<file path="src/shared/lpm_pkg.sv">
// Constants, field layouts and carrier types of the low-power mode control.
package lpm_pkg;

    localparam int ADDR_W = 12;
    localparam int DATA_W = 32;

    // Register byte offsets on the APB.
    localparam logic [11:0] OFF_STATUS_WORD  = 12'h000;
    localparam logic [11:0] OFF_CLK_CFG      = 12'h004;
    localparam logic [11:0] OFF_STATE        = 12'h008;
    localparam logic [11:0] OFF_RESET_VECTOR = 12'h00c;
    localparam logic [11:0] OFF_IO_LOCK      = 12'h010;

    // Field positions in the read-only state register.
    localparam int ST_EN_LSB     = 0;
    localparam int ST_MODE_LSB   = 16;
    localparam int ST_FREEZE_BIT = 24;
    localparam int ST_OFF_BIT    = 25;

    // Write one here to release the frozen pins.
    localparam int IO_UNLOCK_BIT = 0;

    // Mode-control bits, most significant first as they sit in the word.
    typedef struct packed {
        logic clock_gen_off_hi;
        logic clock_gen_off_lo;
        logic crystal_osc_disable;
        logic core_halt;
    } lpm_mode_bits_t;

    typedef struct packed {
        logic rtc_config_ok;
        logic rtc_select;
        logic dco_src_sub;
        logic dco_src_aux;
        logic dco_src_main;
        logic regulator_shutdown;
        logic sub_clock_disable;
    } lpm_cfg_t;

    typedef struct packed {
        logic rtc_run;
        logic mem_retain;
        logic regulator_en;
        logic fll_en;
        logic dco_bias_en;
        logic dco_en;
        logic sub_clk_en;
        logic aux_clk_en;
        logic main_clk_en;
        logic core_run;
    } lpm_enables_t;

    typedef enum logic [3:0] {
        LPM_ACTIVE,
        LPM_SLEEP_0,
        LPM_SLEEP_1,
        LPM_SLEEP_2,
        LPM_SLEEP_3,
        LPM_SLEEP_4,
        LPM_OTHER,
        LPM_DEEP_RTC,
        LPM_DEEP_OFF
    } lpm_mode_t;

    // Mode-bit encodings, clock_gen_off_hi first.
    localparam logic [3:0] ENC_ACTIVE  = 4'h0;
    localparam logic [3:0] ENC_SLEEP_0 = 4'h1;
    localparam logic [3:0] ENC_SLEEP_1 = 4'h5;
    localparam logic [3:0] ENC_SLEEP_2 = 4'h9;
    localparam logic [3:0] ENC_SLEEP_3 = 4'hd;
    localparam logic [3:0] ENC_SLEEP_4 = 4'hf;

    localparam lpm_mode_bits_t STATUS_RESET = 4'h0;
    // Main, auxiliary and sub-main clocks all drawn from the oscillator.
    localparam lpm_cfg_t       CFG_RESET    = 7'h1c;

    localparam logic [7:0] RSTVEC_NONE     = 8'h00;
    localparam logic [7:0] RSTVEC_CORE_OFF = 8'h08;

endpackage

</file>
<file path="src/hdl/lpm_ctrl.sv">
// Low-power operating-mode controller with its APB register file.
//
// Notes on behaviour
// - Mode comes from the four status-word bits with the listed encodings.
// - Active mode keeps the core, main clock and auxiliary clock running.
// - Sub-main clock runs in active, sleep 0 and 1 only when not disabled.
// - Active: oscillator on if it feeds auxiliary, main or running sub-main.
// - Sleep 0 to 4 and both deep modes stop the core and the main clock.
// - Sleep 0 and 1: oscillator on only if it feeds auxiliary or sub-main.
// - Bias on with oscillator, or in active, sleep 0 and 1 when it feeds main or sub-main clock.
// - Loop runs with oscillator in active and sleep 0; off in 1 to 3.
// - Sleep 2 and 3 keep auxiliary clock, sub-main clock is off.
// - Sleep 2 and 3: oscillator on only if it feeds the auxiliary clock.
// - Sleep 4 stops the core and every clock except a configured rtc.
// - A newly written mode takes effect at once.
// - Peripherals stay idle while their clock is gated.
// - Sleep 0 to 4 retain pins, memory and registers.
// - Any enabled interrupt wakes the device from sleep 0 to 4.
// - Entry pushes the status word; return restores the popped value.
// - All mode bits set with regulator shutdown cuts the core regulator.
// - Deep off runs no clock; deep rtc may keep a configured rtc.
// - Entering core-off freezes every pin state.
// - Core-off ends only on power sequence, reset pin or pin wake.
// - Core-off exit raises brownout reset and reset vector reads 08h.
// - Interrupt entry clears halt, high clock-gen and crystal bits.

`timescale 1ns/1ps

module lpm_ctrl (
    // Clock and reset
    input  wire logic                        pclk,
    input  wire logic                        presetn,
    // APB slave
    input  wire logic                        psel,
    input  wire logic                        penable,
    input  wire logic                        pwrite,
    input  wire logic [lpm_pkg::ADDR_W-1:0]  paddr,
    input  wire logic [lpm_pkg::DATA_W-1:0]  pwdata,
    output logic      [lpm_pkg::DATA_W-1:0]  prdata,
    output logic                             pready,
    output logic                             pslverr,
    // Processor core interrupt side
    input  wire logic                        irq_request,
    input  wire logic                        irq_return,
    input  wire lpm_pkg::lpm_mode_bits_t     return_word,
    output lpm_pkg::lpm_mode_bits_t          stack_word,
    output logic                             stack_strobe,
    output lpm_pkg::lpm_mode_bits_t          status_word,
    // Core-off wake sources
    input  wire logic                        power_cycle,
    input  wire logic                        reset_pin_event,
    input  wire logic                        io_wake,
    // Clock, power and pin control
    output lpm_pkg::lpm_enables_t            clk_en,
    output lpm_pkg::lpm_mode_t               mode,
    output logic                             io_freeze,
    output logic                             brownout_reset
);

    typedef enum logic [1:0] {
        ST_RUN,
        ST_CORE_OFF,
        ST_BOR
    } lpm_state_t;

    lpm_state_t              state;
    lpm_state_t              next_state;
    lpm_pkg::lpm_cfg_t       cfg;
    lpm_pkg::lpm_cfg_t       next_cfg;
    lpm_pkg::lpm_mode_bits_t next_status;
    lpm_pkg::lpm_mode_bits_t pre_entry;
    logic [7:0]              reset_vector;
    logic [lpm_pkg::DATA_W-1:0] rd_mux;
    logic                    setup;
    logic                    done;
    logic                    wr_status;
    logic                    wr_cfg;
    logic                    wr_lock;
    logic                    rd_rstvec;
    logic                    take_irq;

    function automatic logic lpm_hit(input logic [lpm_pkg::ADDR_W-1:0] a);
        lpm_hit = (a == lpm_pkg::OFF_STATUS_WORD) ||
                  (a == lpm_pkg::OFF_CLK_CFG) ||
                  (a == lpm_pkg::OFF_STATE) ||
                  (a == lpm_pkg::OFF_RESET_VECTOR) ||
                  (a == lpm_pkg::OFF_IO_LOCK);
    endfunction

    // Encodings outside the table still get a consistent decode, since the
    // enable equations are written per bit rather than per named mode.
    function automatic lpm_pkg::lpm_enables_t lpm_decode(
        input lpm_pkg::lpm_mode_bits_t b,
        input lpm_pkg::lpm_cfg_t       c,
        input logic                    core_off
    );
        lpm_pkg::lpm_enables_t e;
        e = '0;
        e.core_run    = !b.core_halt;
        e.main_clk_en = !b.core_halt;
        e.aux_clk_en  = !b.crystal_osc_disable;
        // Gated clocks hold their peripherals idle until they run again.
        e.sub_clk_en  = !b.clock_gen_off_hi && !b.crystal_osc_disable &&
                        !c.sub_clock_disable;
        e.dco_en      = (c.dco_src_aux && e.aux_clk_en) ||
                        (c.dco_src_main && e.main_clk_en) ||
                        (c.dco_src_sub && e.sub_clk_en);
        e.dco_bias_en = e.dco_en ||
                        (!b.clock_gen_off_hi && !b.crystal_osc_disable &&
                         (c.dco_src_main ||
                          (c.dco_src_sub && e.sub_clk_en)));
        e.fll_en      = e.dco_en && !b.clock_gen_off_lo &&
                        !b.clock_gen_off_hi;
        e.regulator_en = 1'b1;
        e.mem_retain   = 1'b1;
        e.rtc_run      = c.rtc_config_ok;
        if (core_off) begin
            e = '0;
            e.rtc_run = c.rtc_select && c.rtc_config_ok;
        end
        lpm_decode = e;
    endfunction

    function automatic lpm_pkg::lpm_mode_t lpm_mode_of(
        input lpm_pkg::lpm_mode_bits_t b,
        input logic                    core_off,
        input logic                    rtc_sel
    );
        lpm_pkg::lpm_mode_t m;
        m = lpm_pkg::LPM_OTHER;
        if (core_off) begin
            m = rtc_sel ? lpm_pkg::LPM_DEEP_RTC : lpm_pkg::LPM_DEEP_OFF;
        end else if (b == lpm_pkg::ENC_ACTIVE) begin
            m = lpm_pkg::LPM_ACTIVE;
        end else if (b == lpm_pkg::ENC_SLEEP_0) begin
            m = lpm_pkg::LPM_SLEEP_0;
        end else if (b == lpm_pkg::ENC_SLEEP_1) begin
            m = lpm_pkg::LPM_SLEEP_1;
        end else if (b == lpm_pkg::ENC_SLEEP_2) begin
            m = lpm_pkg::LPM_SLEEP_2;
        end else if (b == lpm_pkg::ENC_SLEEP_3) begin
            m = lpm_pkg::LPM_SLEEP_3;
        end else if (b == lpm_pkg::ENC_SLEEP_4) begin
            m = lpm_pkg::LPM_SLEEP_4;
        end
        lpm_mode_of = m;
    endfunction

    // No wait state: data and error are registered in the setup cycle.
    assign setup = psel && !penable;
    assign done  = psel && penable && pready;

    always_comb begin
        wr_status = 1'b0;
        wr_cfg    = 1'b0;
        wr_lock   = 1'b0;
        rd_rstvec = 1'b0;
        if (done && !pslverr) begin
            if (paddr == lpm_pkg::OFF_STATUS_WORD) begin
                wr_status = pwrite;
            end else if (paddr == lpm_pkg::OFF_CLK_CFG) begin
                wr_cfg = pwrite;
            end else if (paddr == lpm_pkg::OFF_RESET_VECTOR) begin
                rd_rstvec = !pwrite;
            end else if (paddr == lpm_pkg::OFF_IO_LOCK) begin
                wr_lock = pwrite;
            end
        end
    end

    always_comb begin
        rd_mux = '0;
        if (paddr == lpm_pkg::OFF_STATUS_WORD) begin
            rd_mux[3:0] = status_word;
        end else if (paddr == lpm_pkg::OFF_CLK_CFG) begin
            rd_mux[6:0] = cfg;
        end else if (paddr == lpm_pkg::OFF_STATE) begin
            rd_mux[lpm_pkg::ST_EN_LSB +: 10] = clk_en;
            rd_mux[lpm_pkg::ST_MODE_LSB +: 4] = mode;
            rd_mux[lpm_pkg::ST_FREEZE_BIT] = io_freeze;
            rd_mux[lpm_pkg::ST_OFF_BIT] = (state == ST_CORE_OFF);
        end else if (paddr == lpm_pkg::OFF_RESET_VECTOR) begin
            rd_mux[7:0] = reset_vector;
        end
    end

    always_ff @(posedge pclk or negedge presetn) begin
        if (!presetn) begin
            pready  <= 1'b0;
            pslverr <= 1'b0;
            prdata  <= '0;
        end else begin
            pready  <= setup;
            pslverr <= setup && !lpm_hit(paddr);
            prdata  <= (setup && !pwrite) ? rd_mux : '0;
        end
    end

    // Interrupts are not taken while the core supply is cut.
    assign take_irq = irq_request && (state == ST_RUN);

    always_comb begin
        pre_entry = status_word;
        if (state == ST_BOR) begin
            pre_entry = lpm_pkg::STATUS_RESET;
        end else if (state == ST_RUN && irq_return) begin
            pre_entry = return_word;
        end else if (state == ST_RUN && wr_status) begin
            pre_entry = pwdata[3:0];
        end
        next_status = pre_entry;
        if (take_irq) begin
            next_status.core_halt           = 1'b0;
            next_status.clock_gen_off_hi    = 1'b0;
            next_status.crystal_osc_disable = 1'b0;
        end
    end

    always_comb begin
        next_cfg = cfg;
        if (state == ST_BOR) begin
            // The rtc keeps its setup so that it runs on through the wake.
            next_cfg = lpm_pkg::CFG_RESET;
            next_cfg.rtc_select    = cfg.rtc_select;
            next_cfg.rtc_config_ok = cfg.rtc_config_ok;
        end else if (wr_cfg && state == ST_RUN) begin
            next_cfg = pwdata[6:0];
        end
    end

    always_comb begin
        next_state = state;
        case (state)
            ST_RUN: begin
                if ((&next_status) && next_cfg.regulator_shutdown) begin
                    next_state = ST_CORE_OFF;
                end
            end
            ST_CORE_OFF: begin
                if (power_cycle || reset_pin_event || io_wake) begin
                    next_state = ST_BOR;
                end
            end
            ST_BOR: begin
                next_state = ST_RUN;
            end
            default: begin
                next_state = ST_RUN;
            end
        endcase
    end

    always_ff @(posedge pclk or negedge presetn) begin
        if (!presetn) begin
            state <= ST_RUN;
        end else begin
            state <= next_state;
        end
    end

    always_ff @(posedge pclk or negedge presetn) begin
        if (!presetn) begin
            status_word <= lpm_pkg::STATUS_RESET;
            cfg         <= lpm_pkg::CFG_RESET;
        end else begin
            status_word <= next_status;
            cfg         <= next_cfg;
        end
    end

    always_ff @(posedge pclk or negedge presetn) begin
        if (!presetn) begin
            stack_word   <= lpm_pkg::STATUS_RESET;
            stack_strobe <= 1'b0;
        end else begin
            stack_strobe <= take_irq;
            if (take_irq) begin
                stack_word <= pre_entry;
            end
        end
    end

    // Decoding from the next value lets the enables move on the write edge.
    always_ff @(posedge pclk or negedge presetn) begin
        if (!presetn) begin
            clk_en <= lpm_decode(lpm_pkg::STATUS_RESET, lpm_pkg::CFG_RESET,
                                 1'b0);
            mode   <= lpm_pkg::LPM_ACTIVE;
        end else begin
            clk_en <= lpm_decode(next_status, next_cfg,
                                 next_state == ST_CORE_OFF);
            mode   <= lpm_mode_of(next_status, next_state == ST_CORE_OFF,
                                  next_cfg.rtc_select);
        end
    end

    // Pins stay frozen through the wake until software releases them.
    always_ff @(posedge pclk or negedge presetn) begin
        if (!presetn) begin
            io_freeze <= 1'b0;
        end else if (next_state == ST_CORE_OFF) begin
            io_freeze <= 1'b1;
        end else if (wr_lock && pwdata[lpm_pkg::IO_UNLOCK_BIT]) begin
            io_freeze <= 1'b0;
        end
    end

    always_ff @(posedge pclk or negedge presetn) begin
        if (!presetn) begin
            brownout_reset <= 1'b0;
        end else begin
            brownout_reset <= (next_state == ST_BOR);
        end
    end

    // A new core-off exit wins over a read that clears the vector.
    always_ff @(posedge pclk or negedge presetn) begin
        if (!presetn) begin
            reset_vector <= lpm_pkg::RSTVEC_NONE;
        end else if (next_state == ST_BOR) begin
            reset_vector <= lpm_pkg::RSTVEC_CORE_OFF;
        end else if (rd_rstvec) begin
            reset_vector <= lpm_pkg::RSTVEC_NONE;
        end
    end

endmodule

</file>
<file path="config.mk">
export PLATFORM = sky130hd
export DESIGN_NAME = lpm_ctrl
export DESIGN_NICKNAME = d
export VERILOG_FILES = /design/src/shared/lpm_pkg.sv /design/src/hdl/lpm_ctrl.sv
export SDC_FILE = /design/constraint.sdc
export NUM_CORES = 1
export LEC_CHECK = 0
export BUFFER_PORTS_ARGS = -buffer_cell sky130_fd_sc_hd__buf_2
export CAP_MARGIN = 0
export CORE_UTILIZATION = 45
export CTS_BUF_LIST = sky130_fd_sc_hd__clkbuf_8
export DETAILED_ROUTE_END_ITERATION = 8
export HOLD_SLACK_MARGIN = 0.15
export PLACE_DENSITY = 0.77
export SETUP_SLACK_MARGIN = 0.3
export SLEW_MARGIN = 20
export SYNTH_ARGS = -nofsm -noshare
export SYNTH_HDL_FRONTEND = slang
export SYNTH_SLANG_ARGS = --single-unit
</file>
<file path="constraint.sdc">
create_clock -name pclk -period 4.8 [get_ports pclk]
set_input_delay 0.24 -clock pclk [delete_from_list [all_inputs] [get_ports pclk]]
set_output_delay 0.24 -clock pclk [all_outputs]
set_load 0.05 [all_outputs]
</file>
# After elaboration in Yosys (flattened, before gate mapping)
# Cells that the tools add are included.
totals:
  mem_bits_rw: 0
  mem_count: 0
  romBits: 0
  latch_bits: 0
  ff_bits: 70
classes:
  addsub: 0
  reduce_logical: 46
  mul: 0
  shifts: 0
  div_mod_pow: 0
  muxes: 51
  order_cmp: 0
  bitwise_logic: 0
  eq_ne: 13
ops:
  columns: ["operator", "count"]
  rows:
  - ["two-way mux 4 bit", 9]
  - ["two-way mux 8 bit", 4]
  - ["two-way mux 26 bit", 1]
  - ["== test 12 x 4 -> 1 bit, second input constant", 2]
  - ["logical AND 1 bit", 21]
  - ["two-way mux 7 bit", 3]
  - ["two-way mux 2 bit", 9]
  - ["two-way mux 1 bit", 17]
  - ["two-way mux 3 bit", 5]
  - ["== test 12 x 3 -> 1 bit, second input constant", 1]
  - ["== test 12 x 5 -> 1 bit, second input constant", 1]
  - ["== test 4 bit, second input constant", 3]
  - ["zero test 12 bit", 1]
  - ["logical OR 1 bit", 10]
  - ["two-way mux 10 bit", 1]
  - ["zero test 1 bit", 9]
  - ["two-way mux 6 bit", 1]
  - ["== test 2 x 1 -> 1 bit, second input constant", 2]
  - ["== test 2 bit, second input constant", 2]
  - ["== test 4 x 1 -> 1 bit, second input constant", 1]
  - ["== test 4 x 3 -> 1 bit, second input constant", 1]
  - ["zero test 4 bit", 1]
  - ["case mux 2 bit (2 select lines)", 1]
  - ["AND reduction 4 bit", 1]
  - ["2 further kinds", 3]

# Depth between registers and ports, before layout
logic_depth:
  ltp_word: 17
  ltp_mapped: 10
  ltp_nobuf: 9

# Least setup slack after synthesis
# Ideal clock, no wire load.
synth_timing:
  path_kind: "flip-flop to flip-flop"
  startpoint: "register pslverr"
  endpoint: "register mode[3]"
  required_ns: 4.681
  period_less_slack_ns: 2.372
  path_slack_ns: 2.428
  setup_time_ns: 0.119
  path_buffers: 1
  stages_incl_launch_ff: 9
  arrival_time_ns: 2.253
  cell_sequence: "dfrtp_1 and4b_1 nand3_1 or4_1 nand3_2 nor3_2 a31o_4 buf_6 and2_1"
synth_via:
  elab_chain_cells: 14
  elab_cells_between_ends: 20
synth_rtl:
  columns: ["item", "line_no", "text"]
  rows:
  - ["from (decl)", "lpm_ctrl.sv:41", "output logic pslverr,"]
  - ["from (signal assigned)", "lpm_ctrl.sv:194", "pslverr <= setup && !lpm_hit(paddr);"]
  - ["zero test 1 bit (*)", "lpm_ctrl.sv:158", "if (done && !pslverr) begin"]
  - ["logical AND 1 bit (*)", "lpm_ctrl.sv:158", null]
  - ["two-way mux 1 bit", "lpm_ctrl.sv:158", null]
  - ["logical AND 1 bit", "lpm_ctrl.sv:208", "end else if (state == ST_RUN && wr_status) begin"]
  - ["two-way mux 4 bit", "lpm_ctrl.sv:208", null]
  - ["two-way mux 4 bit", "lpm_ctrl.sv:206", "end else if (state == ST_RUN && irq_return) begin"]
  - ["two-way mux 4 bit", "lpm_ctrl.sv:204", "if (state == ST_BOR) begin"]
  - ["two-way mux 2 bit / two-way mux 1 bit (equally long branches)", "lpm_ctrl.sv:212", "if (take_irq) begin"]
  - ["AND reduction 4 bit", "lpm_ctrl.sv:235", "if ((&next_status) && next_cfg.regulator_shutdown) begin"]
  - ["logical AND 1 bit (*)", "lpm_ctrl.sv:235", null]
  - ["two-way mux 2 bit (*)", "lpm_ctrl.sv:235", null]
  - ["case mux 2 bit (2 select lines) (*)", "lpm_ctrl.sv:233", "case (state)"]
  - ["net next_state[0]", "lpm_ctrl.sv:67", "lpm_state_t next_state;"]
  - ["== test 2 x 1 -> 1 bit (*)", "lpm_ctrl.sv:292", "mode <= lpm_mode_of(next_status, next_state == ST_CORE_OFF,"]
  - ["two-way mux 4 bit (*)", "lpm_ctrl.sv:131", "if (core_off) begin"]
  - ["to (signal assigned)", "lpm_ctrl.sv:288", "mode <= lpm_pkg::LPM_ACTIVE;"]
  - ["to (signal assigned)", "lpm_ctrl.sv:292", null]
  - ["to (decl)", "lpm_ctrl.sv:55", "output lpm_pkg::lpm_mode_t mode,"]
# Mark *: on every way through the listed nets, which the timed path passes. The rest lies on a longest branch.
# A chain may end at the register's enable or synchronous reset.

# Worst setup path in the final report
layout_timing:
  startpoint: "register state[0]"
  endpoint: "register clk_en[3] (netlist name)"
layout_via:
  elab_chain_cells: 12
  elab_cells_between_ends: 26
layout_rtl:
  columns: ["item", "line_no", "text"]
  rows:
  - ["from (decl)", "lpm_ctrl.sv:66", "lpm_state_t state;"]
  - ["from (signal assigned)", "lpm_ctrl.sv:257", "state <= next_state;"]
  - ["zero test 2 bit", null, null]
  - ["logical AND 1 bit", "lpm_ctrl.sv:208", null]
  - ["two-way mux 4 bit", "lpm_ctrl.sv:208", null]
  - ["two-way mux 4 bit", "lpm_ctrl.sv:206", null]
  - ["two-way mux 4 bit", "lpm_ctrl.sv:204", null]
  - ["two-way mux 2 bit / two-way mux 1 bit (equally long branches)", "lpm_ctrl.sv:212", null]
  - ["AND reduction 4 bit", "lpm_ctrl.sv:235", null]
  - ["logical AND 1 bit", "lpm_ctrl.sv:235", null]
  - ["two-way mux 2 bit", "lpm_ctrl.sv:235", null]
  - ["case mux 2 bit (2 select lines)", "lpm_ctrl.sv:233", null]
  - ["== test 2 x 1 -> 1 bit", "lpm_ctrl.sv:291", "next_state == ST_CORE_OFF);"]
  - ["two-way mux 10 bit (*)", "lpm_ctrl.sv:117", "if (core_off) begin"]
  - ["to (signal assigned)", "lpm_ctrl.sv:286", "clk_en <= lpm_decode(lpm_pkg::STATUS_RESET, lpm_pkg::CFG_RESET,"]
  - ["to (signal assigned)", "lpm_ctrl.sv:290", "clk_en <= lpm_decode(next_status, next_cfg,"]
  - ["to (decl)", "lpm_ctrl.sv:54", "output lpm_pkg::lpm_enables_t clk_en,"]
# Every way passes the cells marked *; elsewhere a longest branch is shown, timed or not.

==> metrics list <==
- Transition time at the pin with the least slew margin: between 0.6 and 0.7 ns
* # rows: 26
- The worst setup path is captured at a flop.
* Largest fanout of any net on the critical path: 14
- The number of global-route vias before repair is 1,647.
- Total Power: about 870 uW
- The layer flagged by global routing as most heavily used is met2.
- Pin placement for this block handled 117 I/O pins.
- Critical path required time: around 5.0 ns
- The clock network accounts for between 30% and 40% of the total power.
- Top flip-flop cell by instance count after synthesis: sky130_fd_sc_hd__dfrtp_1
- Clock tree skew after final layout: 0.00468 ns
- Setup TNS: 0 ns
- Largest net degree at the start of global routing: between 50 and 60
* Post-route ant nets: 0
- After global routing the overflow that remains totals 0.
* Number of resized instances in the post-cts repair step: 0
- The smallest clock period supported by the final layout is computed as roughly 2.4 ns.
- Proportion of total power due to net switching: 32.7%
* Fraction of power consumed by sequential logic: 51.2%
* Outcome: completed
- Leakage component of the power: 0.00146 uW
* Setup fix buffers added after clock tree synthesis: 0
- The die covers between 5000 and 6000 um2.
- TritonCTS clock tree: done
* Number of design rule violations left after detail routing: 0
* Clock root buffer: sky130_fd_sc_hd__clkbuf_8
* Post-synth ARST share: 100%
* Hold violation count in the final report: 0
- Setup violations remaining at the end of the flow were counted as 0.
* Launching element type of the critical path: flop
- Input and output buffers added on the ports amount to 75.
- For this run, global-route usage on met2 was measured as between 30% and 40%.
- After technology mapping, the gate count stands at around 230.
* Clock slew seen by the registers of the worst setup and hold paths: 0.10 ns
* TritonCTS Sinks: 50
- The share of the Yosys chip area taken by registers is 51.4%.
* First-pass detailed-route iteration total: 4
* Clock Path Buffers: 2
* Power Density: just under 300 nW/um2
* Post-route clock period utilization: just over 50%
* Synthesis-stage register bit count: 50
- Clock insertion delay at the later pin of the skew report: between 0.3 and 0.4 ns
- For this design the total switching power over the nets is ~280 uW.
- Startpoint-to-endpoint class of the critical path: flop to flop
* Netlist area before placement: around 2500 um2
* Logic pwr share: ~19%
- Global routing consumed, on the met1 layer, 26.2% of the routing resources.
- The final count of pins violating max slew is 0.
* Total Routing Usage GR: between 10% and 20%
- In this run the standard cell core region covers between 5000 and 6000 um2.
- Measured against its own limit, the worst slew margin works out to slightly below 60%.
* Sum of net half-perimeters after detailed placement: approximately 4 mm
* Post-DR vias/cell: between 4 and 5
* Starting utilization of the core area: between 40% and 50%
- Max frequency: between 0.4 and 0.5 GHz
* MaxCap Viol Count: 0
- 0 antenna diodes ended up in the layout.
- Total CTS buffers: 5
- The path class of the tightest hold or removal check is primary input to flop.
- Synthesis warning total: 0
- Vias post-DR: roughly 1,900
* Cell-internal power: 584 uW
- Layout cell share with drive strength beyond 1: a little over a third
* Maximum vdd drop: between 0.15 and 0.2 mV
- Setup repair after global routing left no endpoint under its margin.
- Data on the critical path arrives at its endpoint at ~2.7 ns.
- The die is roughly 76 um tall.
* Global-route wire length before repair: slightly above 8 mm
* Post-synth EDFFs: 0
* Met3 routing resource usage after global routing: 5.29%
* Die outline width: between 70 and 80 um
* Area growth syn-to-layout: 19.0%
- Post-synthesis average cell area: ~11 um2
- Antenna violations before repair: 0
- Average wire per standard cell: 14.1 um
- Final net count: between 300 and 400
- Synthesis instantiated 51 different standard cells from the library.
- Detailed-route wire length: 5.23 mm
* Initial DRC Count: between 90 and 100
* Count of fill cells added during filler insertion: between 400 and 500
- The congestion estimate from routability-driven global placement came to between 0.8 and 0.9.
* Number of H-tree branching levels: 2
-- state kept, by name (all words and copies together), names as in the netlist, 2 cells and up --
signal       flops
state            2
mode             4
prdata          15
clk_en           8
status_word      4
cfg              7
stack_word       4
-- power groups by stage --
stage                     Sequential [uW]  Clock, uW  Combinational [uW]
after global routing                  446        285                 172
after floorplan                       495          0                79.0
after detailed placement              452          0                 160
after global placement                452          0                 158
after CTS                             444        267                 161
final                                 444        263                 160
-- metrics by stage --
stage               instances  hold WS (ns)  instance area, um2  worst slack [ns]  util (%)
finish                    372         0.167                2920              2.37      56.5
global route              372         0.167                2920              2.21      56.5
detailed placement        363         0.459                2810              2.40      54.4
floorplan                 240       -0.0556                2510              2.43         -
global placement          363         0.460                2810              2.45      54.4
CTS                       372         0.161                2920              2.39      56.5
-- per-layer routing --
| metal | wire, um | part of all wire [%] |
|---|---|---|
| met3 | 309 | 5.9 |
| met4 | 83 | 1.6 |
| met2 | 2470 | 47 |
| met5 | 0 | 0 |
| met1 | 2360 | 45 |
-- synth_stat cells (4+ instances only) --
cell type	instances	area (um2)
sky130_fd_sc_hd__dfrtp_1	40	1000
sky130_fd_sc_hd__nor2_1	24	90.1
sky130_fd_sc_hd__buf_4	20	150
sky130_fd_sc_hd__nand2_1	15	56.3
sky130_fd_sc_hd__mux2i_1	13	130
sky130_fd_sc_hd__and2_1	10	62.6
sky130_fd_sc_hd__dfstp_2	10	263
sky130_fd_sc_hd__nor2b_1	8	50.1
sky130_fd_sc_hd__o21ai_0	8	40.0
sky130_fd_sc_hd__inv_1	7	26.3
sky130_fd_sc_hd__nand2b_1	5	31.3
sky130_fd_sc_hd__nand3_1	5	25.0
sky130_fd_sc_hd__a21oi_1	4	20.0
sky130_fd_sc_hd__nor4_1	4	25.0
-- cells in the final DEF (no fill, tap or decap), types with 8 or more instances in the layout --
cell	netlist	routed
sky130_fd_sc_hd__buf_2	1	74
sky130_fd_sc_hd__dfrtp_1	40	40
sky130_fd_sc_hd__nor2_1	24	24
sky130_fd_sc_hd__conb_1	1	16
sky130_fd_sc_hd__nand2_1	15	15
sky130_fd_sc_hd__mux2i_1	13	13
sky130_fd_sc_hd__and2_1	10	10
sky130_fd_sc_hd__dfstp_2	10	10
sky130_fd_sc_hd__nor2b_1	8	8
sky130_fd_sc_hd__o21ai_0	8	8
-- layout make-up --
cell class              count  area (um2)  area share, %
flip-flops and latches     50        1260           43.2
multi-input cells         160        1050           36.0
repair buffers             77         395           13.5
well taps                  70        87.6           3.00
clock buffers               5        68.8           2.35
clock inverters             3        28.8          0.984
inverters                   7        26.3          0.899
-- critical path, stage by stage (launching register included) --
cell                      delay (ns)
sky130_fd_sc_hd__dfrtp_1        0.51
sky130_fd_sc_hd__nor2_4         0.26
sky130_fd_sc_hd__nand3_1        0.17
sky130_fd_sc_hd__or4_1          0.56
sky130_fd_sc_hd__nand3_2        0.18
sky130_fd_sc_hd__nor3_2         0.08
sky130_fd_sc_hd__a31o_4         0.32
sky130_fd_sc_hd__nor4_1         0.25
-- repair_timing --
action / 4_1_cts / 5_1_grt
hold buffers: 1 / 0
endpoints found under the setup margin: 0 / 0
endpoints found under the hold margin: 29 / 0
-- worst paths after layout --
kind	start	endpoint	slack (ns)	cells after the start
max in group asynchronous	presetn	mode[1]	3.92	2
min in group asynchronous	presetn	pready	0.47	2
setup reg to reg	state[0]	clk_en[3]	2.37	7
setup / recovery	state[0]	clk_en[3]	2.37	7
hold reg to reg	mode[0]	prdata[16]	0.48	1
hold / removal	pwdata[6]	cfg[6]	0.17	2
-- cell families (layout without fill, tap and decap cells) --
kind of cell / count (synthesis) / in the layout / share of synthesized area (%)
AO/OA/AOI/OAI: 33 / 33 / 10.9
buffers and inverters: 30 / 92 / 7.99
flip-flops: 50 / 50 / 51.4
multiplexers: 16 / 16 / 7.13
other: 1 / 16 / 0.153
AND/OR/NAND/NOR: 95 / 95 / 22.4
Power figures use the tool's default switching activity.
